File: config.mk
export PLATFORM = sky130hd
export DESIGN_NAME = adc_gain_irq_counter_config
export DESIGN_NICKNAME = d
export VERILOG_FILES = /design/src/adc_cfg_pkg.sv /design/src/ctr_if.sv /design/src/adc_gain_irq_counter_config.sv /design/src/freq_divider.sv
export SDC_FILE = /design/constraint.sdc
export NUM_CORES = 1
export LEC_CHECK = 0
export BUFFER_PORTS_ARGS = -buffer_cell sky130_fd_sc_hd__buf_2
export CORE_MARGIN = 2
export CORE_UTILIZATION = 25
export CTS_CLUSTER_DIAMETER = 30
export DETAILED_ROUTE_END_ITERATION = 7
export PLACE_DENSITY = 0.44
export RECOVER_POWER = 100
export SYNTH_ARGS = -nofsm -noshare
export SYNTH_HDL_FRONTEND = slang
export SYNTH_SLANG_ARGS = --single-unit
File: constraint.sdc
create_clock -name SYS_CLK_I -period 5.3 [get_ports SYS_CLK_I]
set_input_delay 1.59 -clock SYS_CLK_I [delete_from_list [all_inputs] [get_ports SYS_CLK_I]]
set_output_delay 1.59 -clock SYS_CLK_I [all_outputs]
set_load 0.01 [all_outputs]
File: src/adc_cfg_pkg.sv
// Constants shared by the converter configuration block and its counters.
// Assumes a 40 MHz system clock and an 8-bit stacked I/O bus.
package adc_cfg_pkg;
   // Register offsets within the board's 32-byte window
   localparam logic [4:0] GAIN_LOW_OFS  = 5'h04;
   localparam logic [4:0] GAIN_HIGH_OFS = 5'h05;
   // Gain codes after reset: code 0 is unity gain on every channel
   localparam logic [7:0] GAIN_RESET    = 8'h00;
   localparam int         GAIN_W        = 2;
   // Timing: the counters run from a 10 MHz tick made from the system clock
   localparam int         SYS_CLK_HZ    = 40000000;
   localparam int         CTR_CLK_HZ    = 10000000;
   localparam int         TICK_DIV      = SYS_CLK_HZ / CTR_CLK_HZ;
   localparam logic [1:0] TICK_LAST     = 2'(TICK_DIV - 1);
   localparam logic [1:0] TICK_RESET    = 2'h0;
   // Counter widths
   localparam int         FREQ_W        = 16;
   localparam int         SCAN_W        = 32;
   // Bus input synchroniser width: addr, data, write strobe, read strobe
   localparam int         SYNC_W        = 15;
endpackage

File: src/ctr_if.sv
// Control and output of one programmable divider counter.
// Assumes all members are on the system clock.
`timescale 1ns/1ps
interface ctr_if #(parameter int W = 16);
   logic         tick;     // 10 MHz count enable
   logic         run;      // Counter allowed to count
   logic [W-1:0] divisor;  // Divide ratio n
   logic         wave;     // Divided output
   modport ctrl (output tick, output run, output divisor, input wave);
   modport ctr  (input tick, input run, input divisor, output wave);
endinterface

File: src/adc_gain_irq_counter_config.sv
// Gain storage, interrupt gating, counters and serial calibration load
// for a multi-channel converter. Assumes the bus pins arrive
// asynchronously and that converter-side inputs share SYS_CLK_I.
`timescale 1ns/1ps
// How it works
// - Interrupt only when enabled, on FIFO half-full or end of scan.
// - Frequency counter ticks at 10 MHz, divides by n, 1 < n < 65536.
// - Scan counter becomes a 32-bit divider when not counter-timed.
// - Gain code 0..3 picks narrower ranges within the jumpered span.
// - Every channel gain code is zero, unity gain, after reset.
// - Offset 4 holds channels 0-3 gains, offset 5 channels 4-7.
// - Channels 8-15 reuse the gain of channels 0-7.
// - Calibration pots stay mid-range until software loads them.
// - Output converter and pots are loaded one bit per operation.
// - Mux gives sixteen single-ended or eight balanced inputs.
module adc_gain_irq_counter_config
   import adc_cfg_pkg::*;
(
   // Clock and reset
   input  wire logic              SYS_CLK_I,
   input  wire logic              RESET_I,
   // Stacked I/O bus, strobes active low
   input  wire logic [4:0]        IO_ADDR_I,
   input  wire logic [7:0]        IO_DATA_I,
   input  wire logic              IO_WR_N_I,
   input  wire logic              IO_RD_N_I,
   output logic      [7:0]        IO_DATA_O,
   output logic                   IO_DATA_OE_O,
   // Jumpers
   input  wire logic              HIGH_GAIN_SPAN_SELECT_I,
   input  wire logic              BIPOLAR_I,
   input  wire logic              EIGHT_BALANCED_INPUTS_I,
   // Converter side
   input  wire logic [3:0]        CHANNEL_I,
   input  wire logic              FIFO_HALF_FULL_I,
   input  wire logic              SCAN_DONE_I,
   input  wire logic              HALF_FULL_IRQ_EN_I,
   input  wire logic              SCAN_IRQ_EN_I,
   input  wire logic              COUNTER_TIMED_MODE_I,
   output logic      [1:0]        GAIN_CODE_O,
   output logic      [3:0]        MUX_CHANNEL_O,
   output logic                   MUX_BALANCED_O,
   output logic                   RANGE_INVALID_O,
   output logic                   IRQ_O,
   // Counters
   input  wire logic [FREQ_W-1:0] FREQ_DIVISOR_I,
   input  wire logic [SCAN_W-1:0] SCAN_DIVISOR_I,
   output logic                   FREQ_OUT_O,
   output logic                   SCAN_OUT_O,
   // Serial load of output converter and calibration pots
   input  wire logic              SERIAL_BIT_I,
   input  wire logic              SERIAL_SHIFT_I,
   input  wire logic              POT_LOAD_I,
   output logic                   SERIAL_DATA_O,
   output logic                   SERIAL_CLK_O,
   output logic                   POT_MIDRANGE_O
);
   import adc_cfg_pkg::*;

   // Gain code of one channel from a packed register pair
   function automatic logic [1:0] gain_of(input logic [15:0] regs,
                                          input logic [2:0]  idx);
      gain_of = regs[{idx, 1'b0} +: GAIN_W];
   endfunction

   logic [SYNC_W-1:0] sync1_r;
   logic [SYNC_W-1:0] sync2_r;
   logic              wr_n_prev_r;
   logic              mode_s1_r;
   logic              mode_s2_r;
   logic [1:0]        jmp_s1_r;      // Span and polarity jumpers, stage 1
   logic [1:0]        jmp_s2_r;      // Span and polarity jumpers, stage 2
   logic [7:0]        gain_low_r;
   logic [7:0]        gain_low_nxt;
   logic [7:0]        gain_high_r;
   logic [7:0]        gain_high_nxt;
   logic [7:0]        rd_data_r;
   logic [7:0]        rd_data_nxt;
   logic              rd_oe_r;
   logic              rd_oe_nxt;
   logic [4:0]        s_addr;
   logic [7:0]        s_data;
   logic              s_wr_n;
   logic              s_rd_n;
   logic              wr_done;
   logic [1:0]        gain_r;
   logic [1:0]        gain_nxt;
   logic [3:0]        mux_r;
   logic [3:0]        mux_nxt;
   logic              irq_r;
   logic              irq_nxt;
   logic              range_r;
   logic              range_nxt;
   logic [1:0]        tick_cnt_r;
   logic [1:0]        tick_cnt_nxt;
   logic              tick;
   logic              ser_data_r;
   logic              ser_data_nxt;
   logic              ser_clk_r;
   logic              ser_clk_nxt;
   logic              pot_mid_r;
   logic              pot_mid_nxt;

   // Bus pins and all jumpers pass two flops first
   always_ff @(posedge SYS_CLK_I)
   begin
      if (RESET_I)
      begin
         sync1_r     <= {SYNC_W{1'b1}};
         sync2_r     <= {SYNC_W{1'b1}};
         wr_n_prev_r <= 1'b1;
         mode_s1_r   <= 1'b0;
         mode_s2_r   <= 1'b0;
         jmp_s1_r    <= 2'h3;
         jmp_s2_r    <= 2'h3;
      end
      else
      begin
         sync1_r     <= {IO_ADDR_I, IO_DATA_I, IO_WR_N_I, IO_RD_N_I};
         sync2_r     <= sync1_r;
         wr_n_prev_r <= sync2_r[1];
         mode_s1_r   <= EIGHT_BALANCED_INPUTS_I;
         mode_s2_r   <= mode_s1_r;
         jmp_s1_r    <= {HIGH_GAIN_SPAN_SELECT_I, BIPOLAR_I};
         jmp_s2_r    <= jmp_s1_r;
      end
   end

   assign s_addr  = sync2_r[14:10];
   assign s_data  = sync2_r[9:2];
   assign s_wr_n  = sync2_r[1];
   assign s_rd_n  = sync2_r[0];
   // Write taken at strobe release, when data has long settled
   assign wr_done = s_wr_n && !wr_n_prev_r;

   // Gain registers and read-back; unmapped reads leave the bus undriven
   always_comb
   begin
      gain_low_nxt  = gain_low_r;
      gain_high_nxt = gain_high_r;
      rd_data_nxt   = rd_data_r;
      rd_oe_nxt     = 1'b0;
      if (wr_done && s_addr == GAIN_LOW_OFS)
         gain_low_nxt = s_data;
      if (wr_done && s_addr == GAIN_HIGH_OFS)
         gain_high_nxt = s_data;
      if (!s_rd_n && s_addr == GAIN_LOW_OFS)
      begin
         rd_oe_nxt   = 1'b1;
         rd_data_nxt = gain_low_r;
      end
      else if (!s_rd_n && s_addr == GAIN_HIGH_OFS)
      begin
         rd_oe_nxt   = 1'b1;
         rd_data_nxt = gain_high_r;
      end
   end

   always_ff @(posedge SYS_CLK_I)
   begin
      if (RESET_I)
      begin
         gain_low_r  <= GAIN_RESET;
         gain_high_r <= GAIN_RESET;
         rd_data_r   <= 8'h00;
         rd_oe_r     <= 1'b0;
      end
      else
      begin
         gain_low_r  <= gain_low_nxt;
         gain_high_r <= gain_high_nxt;
         rd_data_r   <= rd_data_nxt;
         rd_oe_r     <= rd_oe_nxt;
      end
   end

   // Gain and mux select follow the current channel one cycle later
   always_comb
   begin
      gain_nxt = gain_of({gain_high_r, gain_low_r}, CHANNEL_I[2:0]);
      if (mode_s2_r)
         mux_nxt = {1'b0, CHANNEL_I[2:0]};
      else
         mux_nxt = CHANNEL_I;
      // End of scan is a pulse; half-full stays up while the FIFO is deep
      irq_nxt = (HALF_FULL_IRQ_EN_I && FIFO_HALF_FULL_I) ||
                (SCAN_IRQ_EN_I && SCAN_DONE_I);
      // Low span cannot be unipolar; flag it for the range decode
      range_nxt = !jmp_s2_r[1] && !jmp_s2_r[0];
   end

   always_ff @(posedge SYS_CLK_I)
   begin
      if (RESET_I)
      begin
         gain_r <= 2'h0;
         mux_r  <= 4'h0;
         irq_r  <= 1'b0;
         range_r <= 1'b0;
      end
      else
      begin
         gain_r <= gain_nxt;
         mux_r  <= mux_nxt;
         irq_r  <= irq_nxt;
         range_r <= range_nxt;
      end
   end

   // 10 MHz count enable from the 40 MHz clock
   always_comb
   begin
      tick         = (tick_cnt_r == TICK_LAST);
      tick_cnt_nxt = tick ? TICK_RESET : tick_cnt_r + 2'h1;
   end

   always_ff @(posedge SYS_CLK_I)
   begin
      if (RESET_I)
         tick_cnt_r <= TICK_RESET;
      else
         tick_cnt_r <= tick_cnt_nxt;
   end

   ctr_if #(.W(FREQ_W)) freq_c ();
   ctr_if #(.W(SCAN_W)) scan_c ();

   assign freq_c.tick    = tick;
   assign freq_c.run     = 1'b1;
   assign freq_c.divisor = FREQ_DIVISOR_I;
   assign scan_c.tick    = tick;
   // Free for frequency output only outside counter-timed modes
   assign scan_c.run     = !COUNTER_TIMED_MODE_I;
   assign scan_c.divisor = SCAN_DIVISOR_I;

   freq_divider #(.W(FREQ_W)) u_freq
   (
      .sys_clk_i (SYS_CLK_I),
      .reset_i   (RESET_I),
      .c         (freq_c.ctr)
   );

   freq_divider #(.W(SCAN_W)) u_scan
   (
      .sys_clk_i (SYS_CLK_I),
      .reset_i   (RESET_I),
      .c         (scan_c.ctr)
   );

   // Serial loader: each shift request is one bit, clocked out over two
   // system cycles so the parts see data settle before the clock edge
   always_comb
   begin
      ser_data_nxt = ser_data_r;
      ser_clk_nxt  = 1'b0;
      pot_mid_nxt  = pot_mid_r;
      if (SERIAL_SHIFT_I)
         ser_data_nxt = SERIAL_BIT_I;
      if (ser_clk_r == 1'b0 && ser_data_r == ser_data_nxt && SERIAL_SHIFT_I)
         ser_clk_nxt = 1'b1;
      if (POT_LOAD_I)
         pot_mid_nxt = 1'b0;
   end

   always_ff @(posedge SYS_CLK_I)
   begin
      if (RESET_I)
      begin
         ser_data_r <= 1'b0;
         ser_clk_r  <= 1'b0;
         pot_mid_r  <= 1'b1;
      end
      else
      begin
         ser_data_r <= ser_data_nxt;
         ser_clk_r  <= ser_clk_nxt;
         pot_mid_r  <= pot_mid_nxt;
      end
   end

   // Jumpers only move with power off, so up to three cycles of latency is free
   assign RANGE_INVALID_O = range_r;
   assign GAIN_CODE_O     = gain_r;
   assign MUX_CHANNEL_O   = mux_r;
   assign MUX_BALANCED_O  = mode_s2_r;
   assign IRQ_O           = irq_r;
   assign IO_DATA_O       = rd_data_r;
   assign IO_DATA_OE_O    = rd_oe_r;
   assign FREQ_OUT_O      = freq_c.wave;
   assign SCAN_OUT_O      = scan_c.wave;
   assign SERIAL_DATA_O   = ser_data_r;
   assign SERIAL_CLK_O    = ser_clk_r;
   assign POT_MIDRANGE_O  = pot_mid_r;
endmodule // adc_gain_irq_counter_config

File: src/freq_divider.sv
// Divide-by-n counter clocked by a one-cycle enable.
// Assumes n above 1; smaller ratios hold the output low.
`timescale 1ns/1ps
module freq_divider #(parameter int W = 16)
(
   input  wire logic sys_clk_i,
   input  wire logic reset_i,
   ctr_if.ctr        c
);
   logic [W-1:0] count_r;
   logic [W-1:0] count_nxt;
   logic         wave_r;
   logic         wave_nxt;
   logic         ratio_ok;

   // Count down from n-1; output high for the upper half of the period
   always_comb
   begin
      ratio_ok  = (c.divisor > W'(1));
      count_nxt = count_r;
      wave_nxt  = wave_r;
      if (!c.run || !ratio_ok)
      begin
         count_nxt = '0;
         wave_nxt  = 1'b0;
      end
      else if (c.tick)
      begin
         if (count_r == '0)
            count_nxt = c.divisor - W'(1);
         else
            count_nxt = count_r - W'(1);
         wave_nxt = (count_nxt >= (c.divisor >> 1));
      end
   end

   always_ff @(posedge sys_clk_i)
   begin
      if (reset_i)
      begin
         count_r <= '0;
         wave_r  <= 1'b0;
      end
      else
      begin
         count_r <= count_nxt;
         wave_r  <= wave_nxt;
      end
   end

   assign c.wave = wave_r;
endmodule // freq_divider

## Yosys cells after proc, flatten, opt, wreduce, memory -nomap -nowiden

Index checks and enable logic that the tools add are counted.

| operators by class | value |
|---|---|
| $add $sub $neg | 5 |
| $lt $le $gt $ge | 4 |
| equality and inequality tests | 4 |
| shifts and indexed selects | 1 |
| multiplexer cells | 12 |
| bitwise logic cells | 2 |
| reductions and logical operators | 24 |

Operators by type and width:

| kind | number |
|---|---|
| two-way mux 32 bit | 3 |
| subtractor 32 x 1 -> 32 bit, second input constant | 2 |
| two-way mux 16 bit | 3 |
| >= comparator 32 x 31 -> 1 bit | 1 |
| greater-than comparator 32 x 1 -> 1 bit, second input constant | 1 |
| zero test 32 bit | 1 |
| subtractor 16 x 1 -> 16 bit, second input constant | 2 |
| >= comparator 16 x 15 -> 1 bit | 1 |
| greater-than comparator 16 x 1 -> 1 bit, second input constant | 1 |
| zero test 16 bit | 1 |
| two-way mux 8 bit | 2 |
| indexed part select 16 x 5 -> 2 bit | 1 |
| equality test 5 x 3 -> 1 bit, second input constant | 2 |
| logical AND 1 bit | 10 |
| OR reduction 2 bit | 4 |
| zero test 1 bit | 5 |
| two-way mux 1 bit | 4 |
| adder 2 x 1 -> 2 bit, second input constant | 1 |
| equality test 2 bit, second input constant | 1 |
| logical OR 1 bit | 2 |
| NOT 1 bit | 2 |
| nonzero test 2 bit | 1 |
| equality test 1 bit | 1 |

| word-level totals | value |
|---|---|
| flip-flop bits (word level) | 125 |
| bits of input ports | 80 |
| output and inout bits | 23 |
| word-level logic and storage cells | 76 |

## Depth between registers and ports, before layout

| logic depth | value |
|---|---|
| depth after elaboration | 5 |
| mapped depth | 16 |
| depth with buffers taken out | 15 |

## Hierarchy

Synthesis repeated with hierarchy kept, for this count alone.

| second synthesis, totals | value |
|---|---|
| cells, all modules | 1,026 |
| area total of the unflattened synthesis | 8,476.9 µm² |

By module, submodules not included:

| module | times used | cells an instance | area each (µm²) | seq. area each (µm²) |
|---|---|---|---|---|
| freq_divider at u_scan | 1 | 556 | 4,073.9 | 660.6 |
| adc_gain_irq_counter_config | 1 | 236 | 2,635.0 | 1,501.4 |
| freq_divider at u_freq | 1 | 234 | 1,767.9 | 340.3 |

## Least setup slack after synthesis

OpenSTA, ideal clock, no wires.

| path | value |
|---|---|
| kind | input to register |
| from | in SCAN_DIVISOR_I[8] |
| to | reg u_scan.wave_r (netlist: u_scan.c.wave) |
| setup time | 86 ps |
| data arrival time | 4,414 ps |
| required time | 5,214 ps |
| slack | 800 ps |
| stages on the path | 14 |
| buffers on the path | 1 |
| path through | nor4_1 -> nand3_1 -> clkbuf_1 -> nor3_1 -> a31oi_1 -> o21ai_0 -> nand2_1 -> ha_1 -> nand3_1 -> nor4_1 -> a221oi_1 -> o21ai_0 -> a31oi_1 -> a211oi_1 |

| on the way | value |
|---|---|
| longest elaborated chain between the ends | 5 |
| elaborated cells between the ends (all ways) | 9 |
| classes of those cells | 1 x add/sub; 2 x order compare; 3 x mux; 3 x reduce/logical |

Ends and longest elaborated chain:

| item | RTL line | text |
|---|---|---|
| start: declaration | adc_gain_irq_counter_config.sv:47 | `input wire logic [SCAN_W-1:0] SCAN_DIVISOR_I,` |
| subtractor 32 x 1 -> 32 bit | freq_divider.sv:30 | `count_nxt = c.divisor - W'(1);` |
| two-way mux 32 bit | freq_divider.sv:29 | `if (count_r == '0)` |
| two-way mux 32 bit | freq_divider.sv:27 | `else if (c.tick)` |
| two-way mux 32 bit | freq_divider.sv:22 | `if (!c.run \|\| !ratio_ok)` |
| >= comparator 32 x 31 -> 1 bit | freq_divider.sv:33 | `wave_nxt = (count_nxt >= (c.divisor >> 1));` |
| end signal: assignment | freq_divider.sv:47 | `wave_r <= wave_nxt;` |
| end: declaration | freq_divider.sv:12 | `logic wave_r;` |

Parallel ways exist; a longest one is shown, timed or not. The select of a mux whose other input is x is not followed.
A chain may end at the register's enable or synchronous reset.

## Worst setup path in the final report

| path | value |
|---|---|
| from | in RESET_I |
| to | reg u_freq.count_r[15] |

| on the way | value |
|---|---|
| longest elaborated chain between the ends | 1 |

Ends and longest elaborated chain:

| item | RTL line | text |
|---|---|---|
| start: declaration | adc_gain_irq_counter_config.sv:21 | `input wire logic RESET_I,` |
| OR reduction 2 bit (no line) | -- |  |
| end signal: assignment | freq_divider.sv:46 | `count_r <= count_nxt;` |
| end: declaration | freq_divider.sv:10 | `logic [W-1:0] count_r;` |

Every way passes these cells.

==> results.cfg <==
[run_status]
status = finished with violations
violations = capacitance limit, slew limit

[die]
ios = 103
coreArea_mm2 = 0.0325
num_rows = 66
die_w_um = 185
initial_core_util_pct = 25.3
dieArea_mm2 = 0.0343
fp.dieH_um = 185

[critical_path]
worstPathMaxFanout = 76
r2r_slack_ns = 0.99
critPathLaunchType = primary input
worstRegToRegCells = 14
crit_arrival_ns = 4.72
end_kind = flop
worstSetupPathType = primary input to flop
timing.rr.end = u_scan.c.wave$_SDFFE_PP0P_
reg2reg_from = u_scan.count_r[0]$_SDFFE_PP0P_
crit_required_ns = 5.57

[clock_network]
clock_sinks = 125
numCtsBuffers = 17
cts_tree = done
clockRootBuffer = clkbuf_16
postCtsHoldBufs = 0
insertion_delay_ns = 0.42
clockBufferDepth = 2
htreeDepth = 4
clk_pin_slew_worst_paths_ns = 0.07
cts_setup_buffers = 0
cts_resized = 0

[sta]
fin_crit_ns = 4.45
fin_skew_ns = 0.0142
rsz0062_at_grt = no
max_freq_ghz = 0.225
finalWorstSetupSlack_ns = 0.848
totalNegativeSetupSlack_ns = 0
setup_viol = 0
tightest_slew_ns = 2.93
hold_viol_final = 0
slew_viol_final = 106
period_share_pct = 84.0
relSlewSlack_pct = -95.1

[drt]
drtIter0Drc = 423
first_pass_iters = 5
drc = 0
wire_per_inst_um = 15.6
finalWirelength_mm = 24.1
routed_via_density = 4.77
via_count = 7367
drtAntennaViolNets = 0

[power_and_ir_drop]
pwr-share-clk_pct = 30.3
fin_total_pwr_mw = 3.80
internal_power_mw = 2.24
p_seq_share_pct = 26.5
power.density_mw_per_mm2 = 393
power_frac_comb_pct = 43.2
p_sw_share_pct = 40.9
p_switching_mw = 1.56
ir_drop_uv = 207
leakagePower_nw = 3.90

[place]
dpl.cell_count = 1514
pre_cts_ws_ns = 0.514
place.gp.congestion = 0.841
place_hpwl_mm = 17.9
portBuffers = 102

[global_route]
grt_pass1_vias = 7071
antenna_found_initial = 0
grt_first_pass_wirelength_mm = 38.5
overflow = 0
grtUsageTotal_pct = 14.3
grt_max_degree = 77

[synthesis]
yosysTopAreaCell = dfxtp_1
yosysWarningCount = 0
ys_seq_area_share_pct = 30.5
synth_edf_count = 0
netlist_area_mm2 = 0.00821
synth_area_per_cell_um2 = 8.11
synthCells = 1012
synth.distinct_cells = 66
ys_ff_latch = 125
synth_fp_nets = 1146
async_reset_ff_share_pct = 0
synth_top_flop_cell = dfxtp_1
synthTopCellsByArea = dfxtp_1 30%, ha_1 8.2%, xnor2_1 6.3%
yosys.area.top_type_share_pct = 30.5

[min_path]
hold-path-cell-count = 1
min_from = jmp_s2_r[1]$_SDFF_PP1_
hold_class = flop to flop
whs_endpoint = RANGE_INVALID_O$_SDFF_PP0_

[cells_and_area]
fin_nets = 1225
antennaDiodeCount = 0
layout-drive-gt1-share_pct = 16.8
fin_cells = 1546
areaGrowthSynthToFinish_pct = 17.8
fin_util_pct = 29.8

[run]
drv_cap = 2
-- registers in the layout, summed over array words and instances, names as in the netlist, 2 cells and up --
register and count:
sync1_r 15, jmp_s2_r 2, gain_low_r 8, gain_high_r 8, u_freq.count_r 16, tick_cnt_r 2, u_scan.count_r 32, sync2_r 15
jmp_s1_r 2, GAIN_CODE_O 2, IO_DATA_O 8, MUX_CHANNEL_O 4
-- power groups by stage --
| stage | clock, mW | combinational (mW) | sequential [mW] |
|---|---|---|---|
| finish | 1.15 | 1.64 | 1.01 |
| global route | 1.23 | 1.86 | 1.01 |
| CTS | 1.19 | 1.66 | 1.01 |
| detailed placement | 0 | 1.65 | 1.03 |
| global placement | 0 | 1.65 | 1.03 |
| floorplan | 0 | 1.24 | 1.02 |
-- synthesized netlist by cell type, drive strengths merged, types with 4 or more instances --
cell    number
mux2i       44
nor3b        8
o211ai       5
ha          54
a21o        16
nand2       62
nor2        98
a211oi      14
a31oi       12
nor4b        4
nand3       30
nor3        43
nand4       15
inv         55
dfxtp      125
a21oi       64
mux4         4
or4         15
xnor2       59
o21a         6
or2         39
o21ai       51
or3         16
xor2        13
nor4        37
nor2b        9
o22ai        5
clkbuf      42
buf         16
nand2b       8
-- worst max path at each step --
stage,startpoint,end,slack (ns),depth (start not counted)
CTS,SCAN_DIVISOR_I[2],u_scan.c.wave$_SDFFE_PP0P_,0.92,14
detailed placement,SCAN_DIVISOR_I[2],u_scan.c.wave$_SDFFE_PP0P_,0.51,14
floorplan,SCAN_DIVISOR_I[8],u_scan.c.wave$_SDFFE_PP0P_,0.80,14
global route,SCAN_DIVISOR_I[2],u_scan.c.wave$_SDFFE_PP0P_,0.38,14
global placement,SCAN_DIVISOR_I[2],u_scan.c.wave$_SDFFE_PP0P_,0.46,14
finish,RESET_I,u_freq.count_r[15]$_SDFFE_PP0P_,0.85,5
-- per-layer routing --
metal  wire length, µm  track usage (%)  vias up
met1             12000             19.9     3468
met3               669             1.99       19
li1                  -                -     3774
met2             11100             23.1      106
met5                 0                0        -
met4               244             3.49        0
-- cells in the final DEF, fill, tap and decap left out, types with 34 or more instances in the layout --
cell     instances
mux2i_1         44
nand2_1         62
nor2_1          92
inv_1           55
nor3_1          42
a21oi_1         63
xnor2_1         59
ha_1            53
dfxtp_1        125
or2_2           39
buf_2           76
o21ai_0         43
nor4_1          34
-- logic make-up (layout without fill, tap and decap cells) --
logic type               after synthesis  in the layout  share of synthesized area (%)
adder cells (fa/ha/maj)               54             54                           8.23
buffers and inverters                113            205                           5.76
AND/OR/NAND/NOR                      397            397                           26.0
flip-flops                           125            125                           30.5
XOR/XNOR                              72             72                           7.68
multiplexers                          49             49                           6.60
AO/OA/AOI/OAI                        202            202                           15.3
-- worst max-delay path, stage by stage --
cell      delay (ns)
clkbuf_1        0.30
clkbuf_1        2.10
a31oi_1         0.30
nand2_1         0.26
o22ai_1         0.10
-- stage by stage --
stage	instance area (µm²)	hold WS, ns
2_1_floorplan	8210	0.373
3_3_place_gp	9150	0.378
6_report	9670	0.380
5_1_grt	9670	0.399
3_5_place_dp	9150	0.379
4_1_cts	9720	0.385
-- area by class of cell --
| class | count | area (µm²) |
|---|---|---|
| Clock inverter | 15 | 146 |
| Sequential cell | 125 | 2500 |
| Inverter | 55 | 206 |
| Clock buffer | 17 | 425 |
| Timing Repair Buffer | 118 | 583 |
| Tap cell | 442 | 553 |
| Multi-Input combinational cell | 774 | 5250 |
| Fill cell | 3515 | 22800 |
Power figures use the tool's default switching activity.
